--- src/rtl/cscc_defines.svh ---
`ifndef CSCC_DEFINES_SVH
`define CSCC_DEFINES_SVH

`define CSCC_RETRY_INIT 2'h3
`define CSCC_UNLOCK_INIT 4'hA
`define CSCC_LC_EMPTY 8'h00
`define CSCC_LC_ONE 8'h08
`define CSCC_LC_TWO 8'h10
`define CSCC_SW_OK 16'h9000
`define CSCC_SW_RETRY 16'h63C0
`define CSCC_SW_BLOCKED 16'h6983
`define CSCC_SW_UNUSABLE 16'h6984
`define CSCC_SW_BAD_LEN 16'h6700
`define CSCC_SW_BAD_P2 16'h6A86
`define CSCC_SW_BAD_INS 16'h6D00
`define CSCC_P2_SPECIFIC 7
`define CSCC_OFF_CTRL 8'h00
`define CSCC_OFF_DATA0 8'h04
`define CSCC_OFF_DATA1 8'h08
`define CSCC_OFF_DATA2 8'h0C
`define CSCC_OFF_DATA3 8'h10
`define CSCC_OFF_STATUS 8'h14
`define CSCC_CTRL_GO 31
`define CSCC_CTRL_SPEC 9
`define CSCC_CTRL_EMPTY 2

`endif

--- src/rtl/cscc_pkg.sv ---
package cscc_pkg;
   typedef enum logic [1:0] {
      CSCC_INS_VERIFY = 2'h0,
      CSCC_INS_CHANGE = 2'h1,
      CSCC_INS_UNLOCK = 2'h2,
      CSCC_INS_NONE = 2'h3
   } cscc_ins_type;
   typedef enum logic [1:0] {
      CSCC_S_IDLE = 2'h1,
      CSCC_S_EXEC = 2'h2
   } cscc_card_state_type;
   typedef enum logic [2:0] {
      CSCC_T_IDLE = 3'h1,
      CSCC_T_REQ = 3'h2,
      CSCC_T_WAIT = 3'h4
   } cscc_term_state_type;
endpackage

--- src/rtl/cscc_link_if.sv ---
`timescale 1ns/1ps
interface cscc_link_if;
   logic req_valid;
   logic req_ready;
   cscc_pkg::cscc_ins_type req_ins;
   logic [7:0] req_p2;
   logic [7:0] req_lc;
   logic [127:0] req_data;
   logic resp_valid;
   logic [15:0] resp_sw;
   modport card (
      input req_valid,
      output req_ready,
      input req_ins,
      input req_p2,
      input req_lc,
      input req_data,
      output resp_valid,
      output resp_sw
   );
   modport term (
      output req_valid,
      input req_ready,
      output req_ins,
      output req_p2,
      output req_lc,
      output req_data,
      input resp_valid,
      input resp_sw
   );
endinterface

--- src/rtl/cscc_card.sv ---
`timescale 1ns/1ps
`include "cscc_defines.svh"
module cscc_card #(
   parameter int NUM_CODES = 4
) (
   input wire logic pclk,
   input wire logic presetn,
   input wire logic session_rst,
   cscc_link_if.card link,
   input wire logic prov_we,
   input wire logic [$clog2(NUM_CODES)-1:0] prov_idx,
   input wire logic [63:0] prov_code,
   input wire logic [63:0] prov_unlock_code,
   input wire logic [NUM_CODES-1:0] code_disabled,
   input wire logic [NUM_CODES-1:0] alt_key_set,
   input wire logic [$clog2(NUM_CODES)-1:0] alt_key_idx,
   input wire logic [$clog2(NUM_CODES)-1:0] acc_idx,
   output logic acc_granted,
   output logic [NUM_CODES-1:0] code_blocked
);
   localparam int IDX_W = $clog2(NUM_CODES);

   // Selects the stored code; bit 7 picks the global or specific half
   function automatic logic [IDX_W-1:0] code_index(input logic [7:0] p2);
      logic [IDX_W-1:0] idx;
      idx = p2[IDX_W-1:0];
      idx[IDX_W-1] = p2[`CSCC_P2_SPECIFIC];
      return idx;
   endfunction

   // Rejects reserved bits, the all-zero reference and unstored numbers
   function automatic logic ref_ok(input logic [7:0] p2);
      logic [4:0] num;
      num = p2[4:0];
      ref_ok = (p2[6:5] == 2'h0) && (num != 5'h00)
         && ((num >> (IDX_W - 1)) == 5'h00);
   endfunction

   function automatic logic [15:0] retry_sw(input logic [1:0] left);
      retry_sw = `CSCC_SW_RETRY | {14'h0000, left};
   endfunction

   cscc_pkg::cscc_card_state_type state;
   cscc_pkg::cscc_card_state_type next_state;
   cscc_pkg::cscc_ins_type cur_ins;
   cscc_pkg::cscc_ins_type next_cur_ins;
   logic [7:0] cur_p2;
   logic [7:0] next_cur_p2;
   logic [7:0] cur_lc;
   logic [7:0] next_cur_lc;
   logic [127:0] cur_data;
   logic [127:0] next_cur_data;
   logic [63:0] ref_code [NUM_CODES];
   logic [63:0] next_ref_code [NUM_CODES];
   logic [63:0] unlock_code [NUM_CODES];
   logic [63:0] next_unlock_code [NUM_CODES];
   logic [1:0] retry [NUM_CODES];
   logic [1:0] next_retry [NUM_CODES];
   logic [3:0] unlock_left [NUM_CODES];
   logic [3:0] next_unlock_left [NUM_CODES];
   logic [NUM_CODES-1:0] next_code_blocked;
   logic [NUM_CODES-1:0] verified;
   logic [NUM_CODES-1:0] next_verified;
   logic resp_valid;
   logic next_resp_valid;
   logic [15:0] resp_sw;
   logic [15:0] next_resp_sw;
   logic next_acc_granted;
   logic [IDX_W-1:0] idx;
   logic [63:0] old_code;
   logic [63:0] new_code;
   logic [1:0] dec_retry;

   assign link.req_ready = (state == cscc_pkg::CSCC_S_IDLE);
   assign link.resp_valid = resp_valid;
   assign link.resp_sw = resp_sw;
   assign idx = code_index(cur_p2);
   assign old_code = cur_data[127:64];
   assign new_code = cur_data[63:0];
   assign dec_retry = retry[idx] - 2'h1;

   always_comb begin
      next_state = state;
      next_cur_ins = cur_ins;
      next_cur_p2 = cur_p2;
      next_cur_lc = cur_lc;
      next_cur_data = cur_data;
      next_ref_code = ref_code;
      next_unlock_code = unlock_code;
      next_retry = retry;
      next_unlock_left = unlock_left;
      next_code_blocked = code_blocked;
      next_verified = verified;
      next_resp_valid = 1'b0;
      next_resp_sw = resp_sw;
      // Session reset only drops security status, not the counters
      if (session_rst) begin
         next_verified = '0;
      end
      // Provisioning loads fresh values and restores the counters
      if (prov_we) begin
         next_ref_code[prov_idx] = prov_code;
         next_unlock_code[prov_idx] = prov_unlock_code;
         next_retry[prov_idx] = `CSCC_RETRY_INIT;
         next_unlock_left[prov_idx] = `CSCC_UNLOCK_INIT;
         next_code_blocked[prov_idx] = 1'b0;
         next_verified[prov_idx] = 1'b0;
      end
      case (state)
         cscc_pkg::CSCC_S_IDLE: begin
            if (link.req_valid) begin
               next_cur_ins = link.req_ins;
               next_cur_p2 = link.req_p2;
               next_cur_lc = link.req_lc;
               next_cur_data = link.req_data;
               next_state = cscc_pkg::CSCC_S_EXEC;
            end
         end
         cscc_pkg::CSCC_S_EXEC: begin
            next_state = cscc_pkg::CSCC_S_IDLE;
            next_resp_valid = 1'b1;
            if (!ref_ok(cur_p2)) begin
               next_resp_sw = `CSCC_SW_BAD_P2;
            end else begin
               case (cur_ins)
                  cscc_pkg::CSCC_INS_VERIFY: begin
                     if (cur_lc == `CSCC_LC_EMPTY) begin
                        if (code_blocked[idx]) begin
                           next_resp_sw = `CSCC_SW_BLOCKED;
                        end else begin
                           next_resp_sw = retry_sw(retry[idx]);
                        end
                     end else if (cur_lc != `CSCC_LC_ONE) begin
                        next_resp_sw = `CSCC_SW_BAD_LEN;
                     end else if (code_disabled[idx]) begin
                        next_resp_sw = `CSCC_SW_UNUSABLE;
                     end else if (code_blocked[idx]) begin
                        next_resp_sw = `CSCC_SW_BLOCKED;
                     end else if (old_code == ref_code[idx]) begin
                        next_retry[idx] = `CSCC_RETRY_INIT;
                        next_verified[idx] = 1'b1;
                        next_resp_sw = `CSCC_SW_OK;
                     end else begin
                        next_retry[idx] = dec_retry;
                        next_verified[idx] = 1'b0;
                        next_code_blocked[idx] = (dec_retry == 2'h0);
                        next_resp_sw = retry_sw(dec_retry);
                     end
                  end
                  cscc_pkg::CSCC_INS_CHANGE: begin
                     if (cur_lc != `CSCC_LC_TWO) begin
                        next_resp_sw = `CSCC_SW_BAD_LEN;
                     end else if (code_disabled[idx]) begin
                        next_resp_sw = `CSCC_SW_UNUSABLE;
                     end else if (code_blocked[idx]) begin
                        next_resp_sw = `CSCC_SW_BLOCKED;
                     end else if (old_code == ref_code[idx]) begin
                        next_retry[idx] = `CSCC_RETRY_INIT;
                        next_ref_code[idx] = new_code;
                        next_resp_sw = `CSCC_SW_OK;
                     end else begin
                        // Stored value stays as it was
                        next_retry[idx] = dec_retry;
                        next_verified[idx] = 1'b0;
                        next_code_blocked[idx] = (dec_retry == 2'h0);
                        next_resp_sw = retry_sw(dec_retry);
                     end
                  end
                  cscc_pkg::CSCC_INS_UNLOCK: begin
                     if (cur_lc != `CSCC_LC_TWO) begin
                        next_resp_sw = `CSCC_SW_BAD_LEN;
                     end else if (unlock_left[idx] == 4'h0) begin
                        next_resp_sw = `CSCC_SW_BLOCKED;
                     end else if (old_code == unlock_code[idx]) begin
                        next_ref_code[idx] = new_code;
                        next_retry[idx] = `CSCC_RETRY_INIT;
                        next_unlock_left[idx] = `CSCC_UNLOCK_INIT;
                        next_code_blocked[idx] = 1'b0;
                        next_verified[idx] = 1'b1;
                        next_resp_sw = `CSCC_SW_OK;
                     end else begin
                        next_unlock_left[idx] = unlock_left[idx] - 4'h1;
                        next_resp_sw = `CSCC_SW_RETRY
                           | {12'h000, unlock_left[idx] - 4'h1};
                     end
                  end
                  default: begin
                     next_resp_sw = `CSCC_SW_BAD_INS;
                  end
               endcase
            end
         end
         default: begin
            next_state = cscc_pkg::CSCC_S_IDLE;
         end
      endcase
      // A disabled code frees its files unless an alternative key stands in
      if (code_disabled[acc_idx]) begin
         next_acc_granted = !alt_key_set[acc_idx]
            || verified[alt_key_idx];
      end else begin
         next_acc_granted = verified[acc_idx]
            && !code_blocked[acc_idx];
      end
   end

   // Counters and blocked flags take their initial values at power-on and again on provisioning;
   // the session input leaves them alone and clears only the verified flags
   always_ff @(posedge pclk or negedge presetn) begin
      if (!presetn) begin
         state <= cscc_pkg::CSCC_S_IDLE;
         cur_ins <= cscc_pkg::CSCC_INS_NONE;
         cur_p2 <= 8'h00;
         cur_lc <= 8'h00;
         cur_data <= 128'h0;
         for (int i = 0; i < NUM_CODES; i++) begin
            ref_code[i] <= 64'h0;
            unlock_code[i] <= 64'h0;
            retry[i] <= `CSCC_RETRY_INIT;
            unlock_left[i] <= `CSCC_UNLOCK_INIT;
         end
         code_blocked <= '0;
         verified <= '0;
         resp_valid <= 1'b0;
         resp_sw <= 16'h0000;
         acc_granted <= 1'b0;
      end else begin
         state <= next_state;
         cur_ins <= next_cur_ins;
         cur_p2 <= next_cur_p2;
         cur_lc <= next_cur_lc;
         cur_data <= next_cur_data;
         ref_code <= next_ref_code;
         unlock_code <= next_unlock_code;
         retry <= next_retry;
         unlock_left <= next_unlock_left;
         code_blocked <= next_code_blocked;
         verified <= next_verified;
         resp_valid <= next_resp_valid;
         resp_sw <= next_resp_sw;
         acc_granted <= next_acc_granted;
      end
   end
endmodule

--- src/flat_wrapper.sv ---
// flat-port wrapper written by rule: the top's interface ports become plain ports
module cscc_card_flat 
#(
   parameter int NUM_CODES = 4
)
  (pclk, presetn, session_rst, prov_we, prov_idx, prov_code, prov_unlock_code, code_disabled, alt_key_set, alt_key_idx, acc_idx, acc_granted, code_blocked, link_req_valid, link_req_ready, link_req_ins, link_req_p2, link_req_lc, link_req_data, link_resp_valid, link_resp_sw);
  cscc_link_if link_i ();
  input wire logic pclk;
  input wire logic presetn;
  input wire logic session_rst;
  input wire logic prov_we;
  input wire logic [$clog2(NUM_CODES)-1:0] prov_idx;
  input wire logic [63:0] prov_code;
  input wire logic [63:0] prov_unlock_code;
  input wire logic [NUM_CODES-1:0] code_disabled;
  input wire logic [NUM_CODES-1:0] alt_key_set;
  input wire logic [$clog2(NUM_CODES)-1:0] alt_key_idx;
  input wire logic [$clog2(NUM_CODES)-1:0] acc_idx;
  output logic acc_granted;
  output logic [NUM_CODES-1:0] code_blocked;
  input wire logic [$bits(link_i.req_valid)-1:0] link_req_valid;
  output wire logic [$bits(link_i.req_ready)-1:0] link_req_ready;
  input wire logic [$bits(link_i.req_ins)-1:0] link_req_ins;
  input wire logic [$bits(link_i.req_p2)-1:0] link_req_p2;
  input wire logic [$bits(link_i.req_lc)-1:0] link_req_lc;
  input wire logic [$bits(link_i.req_data)-1:0] link_req_data;
  output wire logic [$bits(link_i.resp_valid)-1:0] link_resp_valid;
  output wire logic [$bits(link_i.resp_sw)-1:0] link_resp_sw;
  assign link_i.req_valid = link_req_valid;
  assign link_req_ready = link_i.req_ready;
  assign link_i.req_ins = link_req_ins;
  assign link_i.req_p2 = link_req_p2;
  assign link_i.req_lc = link_req_lc;
  assign link_i.req_data = link_req_data;
  assign link_resp_valid = link_i.resp_valid;
  assign link_resp_sw = link_i.resp_sw;
  cscc_card #(.NUM_CODES(NUM_CODES)) u_core (.pclk(pclk), .presetn(presetn), .session_rst(session_rst), .link(link_i), .prov_we(prov_we), .prov_idx(prov_idx), .prov_code(prov_code), .prov_unlock_code(prov_unlock_code), .code_disabled(code_disabled), .alt_key_set(alt_key_set), .alt_key_idx(alt_key_idx), .acc_idx(acc_idx), .acc_granted(acc_granted), .code_blocked(code_blocked));
endmodule
--- config.mk ---
export PLATFORM = sky130hd
export DESIGN_NAME = cscc_card_flat
export DESIGN_NICKNAME = d
export VERILOG_FILES = /design/src/rtl/cscc_pkg.sv /design/src/rtl/cscc_link_if.sv /design/src/rtl/cscc_card.sv /design/src/flat_wrapper.sv
export VERILOG_INCLUDE_DIRS = /design/src /design/src/rtl
export SDC_FILE = /design/constraint.sdc
export NUM_CORES = 2
export LEC_CHECK = 0
export BUFFER_PORTS_ARGS = -buffer_cell sky130_fd_sc_hd__buf_2
export CAP_MARGIN = 20
export CORE_ASPECT_RATIO = 1.2
export CORE_UTILIZATION = 55
export DETAILED_ROUTE_END_ITERATION = 7
export GPL_TIMING_DRIVEN = 0
export PLACE_DENSITY = 0.75
export SKIP_CTS_REPAIR_TIMING = 1
export SLEW_MARGIN = 20
export SYNTH_ARGS = -nofsm -noshare
export SYNTH_HDL_FRONTEND = slang
export SYNTH_SLANG_ARGS = --single-unit
--- constraint.sdc ---
create_clock -name pclk -period 4.62 [get_ports pclk]
set_input_delay 1.155 -clock pclk [delete_from_list [all_inputs] [get_ports pclk]]
set_output_delay 1.155 -clock pclk [all_outputs]
set_load 0.02 [all_outputs]
; ---- Word level (Yosys, flattened, before mapping)
; Index checks and enable logic that the tools add are counted.
[word_totals]
in_bits = 293
regBits = 710
[op_classes]
add_sub_neg = 2
mux = 125
reduce_logical = 18
order_cmp = 10
bitwise = 17
eq_ne = 9
[ops]
columns = cell, n
row1 = $mux 256, 10
row2 = $bwmux 256, 3
row3 = $pmux 256 s2, 1
row4 = $mux 64, 6
row5 = $mux 16, 17
row6 = $bmux 64 s2, 2
row7 = $demux 64 s2, 2
row8 = $eq 64x64->1, 2
row9 = $mux 4, 32
row10 = $mux 8, 12
row11 = $pmux 16 s3, 1
row12 = $or 8x8->8, 4
row13 = $pmux 4 s3, 2
row14 = $pmux 8 s3, 1
row15 = $and 4x4->4, 4
row16 = $and 8x8->8, 2
row17 = $bwmux 16, 1
row18 = $demux 4 s2, 2
row19 = $not 8->8, 2
row20 = $bmux 1 s2, 7
row21 = $lt 2x3->1 const B, 4
row22 = $mux 12, 1
row23 = $mux 2, 6
row24 = $mux 1, 11
row25 = other kinds (28), 46

; ---- Longest topological paths before layout
[logic_depth]
ltp_word = 16
ltp_mapped = 16

; ---- Worst setup path before layout
; OpenSTA, ideal clock, no wires.
[synth_path]
path_type = reg2reg
startpoint = register u_core.cur_p2[0]
endpoint = register u_core.ref_code[11] (netlist name)
required_ns = 4.485
arrival_ns = 3.948
setup_time_ns = 0.135
synth_period_minus_slack_ns = 4.082
path_slack_ns = 0.538
stages_incl_launch_ff = 15
cell_sequence = dfrtp_1 -> buf_6 -> buf_2 -> buf_2 -> clkbuf_1 -> mux4_2 -> inv_1 -> ha_1 -> nor3b_1 -> or2_2 -> clkbuf_1 -> o32ai_1 -> a2111oi_4 -> buf_2 -> o22ai_1
[synth_lines]
columns = item, line_no
row1 = "start, declared", cscc_card.sv:47  ; logic [7:0] cur_p2;
row2 = "start signal, assigned", cscc_card.sv:230  ; cur_p2 <= next_cur_p2;
row3 = "end signal, assigned", cscc_card.sv:233  ; ref_code <= next_ref_code;
row4 = "end, declared", cscc_card.sv:53  ; logic [63:0] ref_code [NUM_CODES];

==> impl_metrics.json <==
{
  "yosysWarnings": 0,
  "use_met1_pct": 48.5,
  "violations": "setup timing",
  "die_area_mm2": 0.0635,
  "critical_path.most_common_cell": "buf_2",
  "yosys_most_used_dff": "dfrtp_1",
  "fin_area_mm2": 0.0398,
  "drc_errors": 0,
  "busiest_layer": "met2",
  "ys_seq_area_share_pct": 51.5,
  "h-tree-depth": 3,
  "outcome": "finished with violations",
  "max_freq_mhz": 210,
  "vias_per_cell": 6.22,
  "routedWlPerCell_um": 25.5,
  "met3_usage_pct": 10.2,
  "port_buffers": 312,
  "vdd_drop_max_mv": 0.351,
  "period_minus_slack_ns": 4.76,
  "grt_use_met2_pct": 60.4,
  "reg2regPathDepth": 14,
  "layout_common_cells": "nand2_1 (1415), dfrtp_1 (687), buf_2 (330)",
  "crit_arrival_ns": 5.30,
  "p_leak_nw": 18.4,
  "hpwlAfterDp_um": 88200,
  "fin_tns_setup_ns": -9.29,
  "synth_area_mm2": 0.0343,
  "ys_ff_latch": 706,
  "syn_inst": 3600,
  "grt_pass1_vias": 29200,
  "grt_usage_pct": 39.1,
  "n_fill_cell": 5053,
  "numCtsBuffers": 72,
  "cts_tree": "yes",
  "grt_pass1_wl_um": 181000,
  "skew_ns": 0.0304,
  "crit_type": "register to register",
  "ioPinCount": 316,
  "layout_commonest_cell": "nand2_1",
  "start_kind": "register",
  "cts.sinks": 706,
  "crit_required_ns": 5.16,
  "drive_gt1_share_pct": 17.1,
  "place_congestion": 0.980,
  "detail-route-antenna-nets": 0,
  "relSlewSlack_pct": 26.2,
  "slowest_stage": "nor4_1",
  "vias": 30400,
  "grt_remaining_overflow": 0,
  "syn2layout_area_growth_pct": 15.9,
  "routed_wl_um": 125000,
  "setup_viol": 140,
  "pre_cts_ws_ns": -1.65,
  "cp_max_fo": 11,
  "slew_violations": 0,
  "dr.pass1.iters": 8,
  "root_buffer": "clkbuf_16",
  "path_cells": "buf_2 -> clkbuf_4 -> clkbuf_4 -> mux4_2 -> xnor2_1 -> nand4_1 -> nor4_1 -> nand4_2 -> buf_4 -> o32ai_2 -> nor2b_1 -> buf_2 -> buf_2 -> o2bb2ai_1",
  "cpPeakStageDelay_ns": 0.58,
  "finalNetCount": 4301,
  "period_share_pct": 103,
  "placed_area_mm2": 0.0372,
  "worst_slack_ns": -0.140,
  "core_area_mm2": 0.0619,
  "grt_max_degree": 100,
  "row_count": 100,
  "synth_cell_type_count": 62,
  "hold_viol": 0,
  "synth.avg_cell_area_um2": 9.54,
  "tightest_slew_ns": 1.11,
  "min_path_type": "primary input to asynchronous set/reset pin",
  "synth-edff-count": 0,
  "synthArstFlopShare_pct": 100,
  "drtIter0Drc": 4141,
  "critPathCaptureType": "register",
  "initial_utilization_pct": 55.5,
  "grt_antenna_before_repair": 23,
  "maxCapViolations": 0,
  "clock_latency_ns": 0.64,
  "path_clk_slew_ns": 0.07,
  "clockBufferDepth": 3,
  "fp.dieH_um": 276,
  "die_w_um": 230,
  "p_per_area_mw_per_mm2": 487
}
[power breakdown]
part	internal (mW)	total (mW)	switching, mW
Combinational	2.11	5.24	3.12
Clock	3.48	6.06	2.58
Sequential	7.24	8.08	0.842
Total	12.8	19.4	6.55
[state kept, by name, summed over array words and instances, names as in the netlist]
| name | count |
|---|---|
| u_core.acc_granted | 1 |
| u_core.code_blocked | 4 |
| u_core.cur_data | 128 |
| u_core.cur_ins | 2 |
| u_core.cur_lc | 8 |
| u_core.cur_p2 | 8 |
| u_core.link.resp_sw | 12 |
| u_core.link.resp_valid | 1 |
| u_core.ref_code | 256 |
| u_core.retry | 8 |
| u_core.state | 2 |
| u_core.unlock_code | 256 |
| u_core.unlock_left | 16 |
| u_core.verified | 4 |
[logic make-up (layout without fill, tap and decap cells)]
group | count (synthesis) | count (layout) | synth area share, %
multiplexers | 301 | 301 | 13.7
adder cells (fa/ha/maj) | 6 | 6 | 0.219
buffers and inverters | 271 | 728 | 3.40
XOR/XNOR | 130 | 130 | 3.32
flip-flops | 706 | 706 | 51.5
AND/OR/NAND/NOR | 1698 | 1698 | 19.4
AO/OA/AOI/OAI | 487 | 487 | 8.40
other | 1 | 17 | 0.0109
[layout make-up]
type	instances	area, um^2	area share, %
diodes	15	37.5	0.0943
clock buffers	100	2110	5.30
clock inverters	30	299	0.751
inverters	20	75.1	0.189
multi-input cells	2624	15600	39.1
well taps	816	1020	2.56
flip-flops and latches	706	17700	44.4
plain buffers	251	1170	2.93
repair buffers	327	1840	4.63
[worst max-delay path, delay by kind of cell (launching register included)]
family	cells	cell delay, ns
buf+inv	6	1.91
flops	1	0.33
xor+xnor	1	0.36
simple gates	4	1.07
mux	1	0.43
compound gates	2	0.52
[Yosys cell counts, types with 4 or more instances]
master	n	area share [%]
nor2_1	166	1.8
nor3_1	16	0.23
xnor2_1	128	3.3
nor2b_1	7	0.13
mux4_2	136	8.9
nand3_1	7	0.10
mux2i_1	164	4.8
o32ai_1	6	0.15
a21oi_1	231	3.4
nand2b_1	10	0.18
o22ai_1	137	2.5
buf_4	17	0.37
o2bb2ai_1	28	0.71
inv_1	19	0.21
and2_1	10	0.18
nor4_1	8	0.15
a31oi_1	14	0.25
buf_2	26	0.38
o21ai_0	38	0.55
and3_1	4	0.073
buf_6	7	0.23
dfstp_2	19	1.5
dfrtp_1	687	50
or2_2	4	0.073
nand2_1	1415	15
nand4_1	36	0.66
ha_1	6	0.22
nor3b_1	5	0.11
clkbuf_1	171	1.9
buf_1	30	0.33
[final timing paths]
check,start,endpoint,slack (ns)
max,u_core.cur_p2[7],u_core.ref_code[50],-0.14
min,presetn,u_core.unlock_code[166],0.46
max reg2reg,u_core.cur_p2[7],u_core.ref_code[50],-0.14
min reg2reg,u_core.unlock_code[70],u_core.unlock_code[70],0.47
max in group asynchronous,presetn,u_core.cur_ins[0],2.45
min in group pclk,u_core.unlock_code[70],u_core.unlock_code[70],0.47
[metal layers]
| metal | vias to the layer above | wire length [um] | part of all wire (%) |
|---|---|---|---|
| li1 | 13000 | - | - |
| met1 | 14800 | 43800 | 35 |
| met2 | 2161 | 57000 | 46 |
| met3 | 449 | 14600 | 12 |
| met4 | 18 | 8920 | 7.2 |
| met5 | - | 123 | 0.099 |
[through the flow]
| stage | hold slack, ns | cells | util [%] | total power [mW] |
|---|---|---|---|---|
| floorplan | 0.437 | 3601 | - | 11.1 |
| global placement | 0.451 | 4729 | 59.6 | 13.0 |
| detailed placement | 0.457 | 4737 | 60.0 | 13.1 |
| CTS | 0.457 | 4867 | 63.9 | 19.1 |
| global route | 0.488 | 4887 | 64.3 | 20.0 |
| finish | 0.463 | 4889 | 64.3 | 19.4 |
No activity file was read; power rests on OpenSTA's default activity.
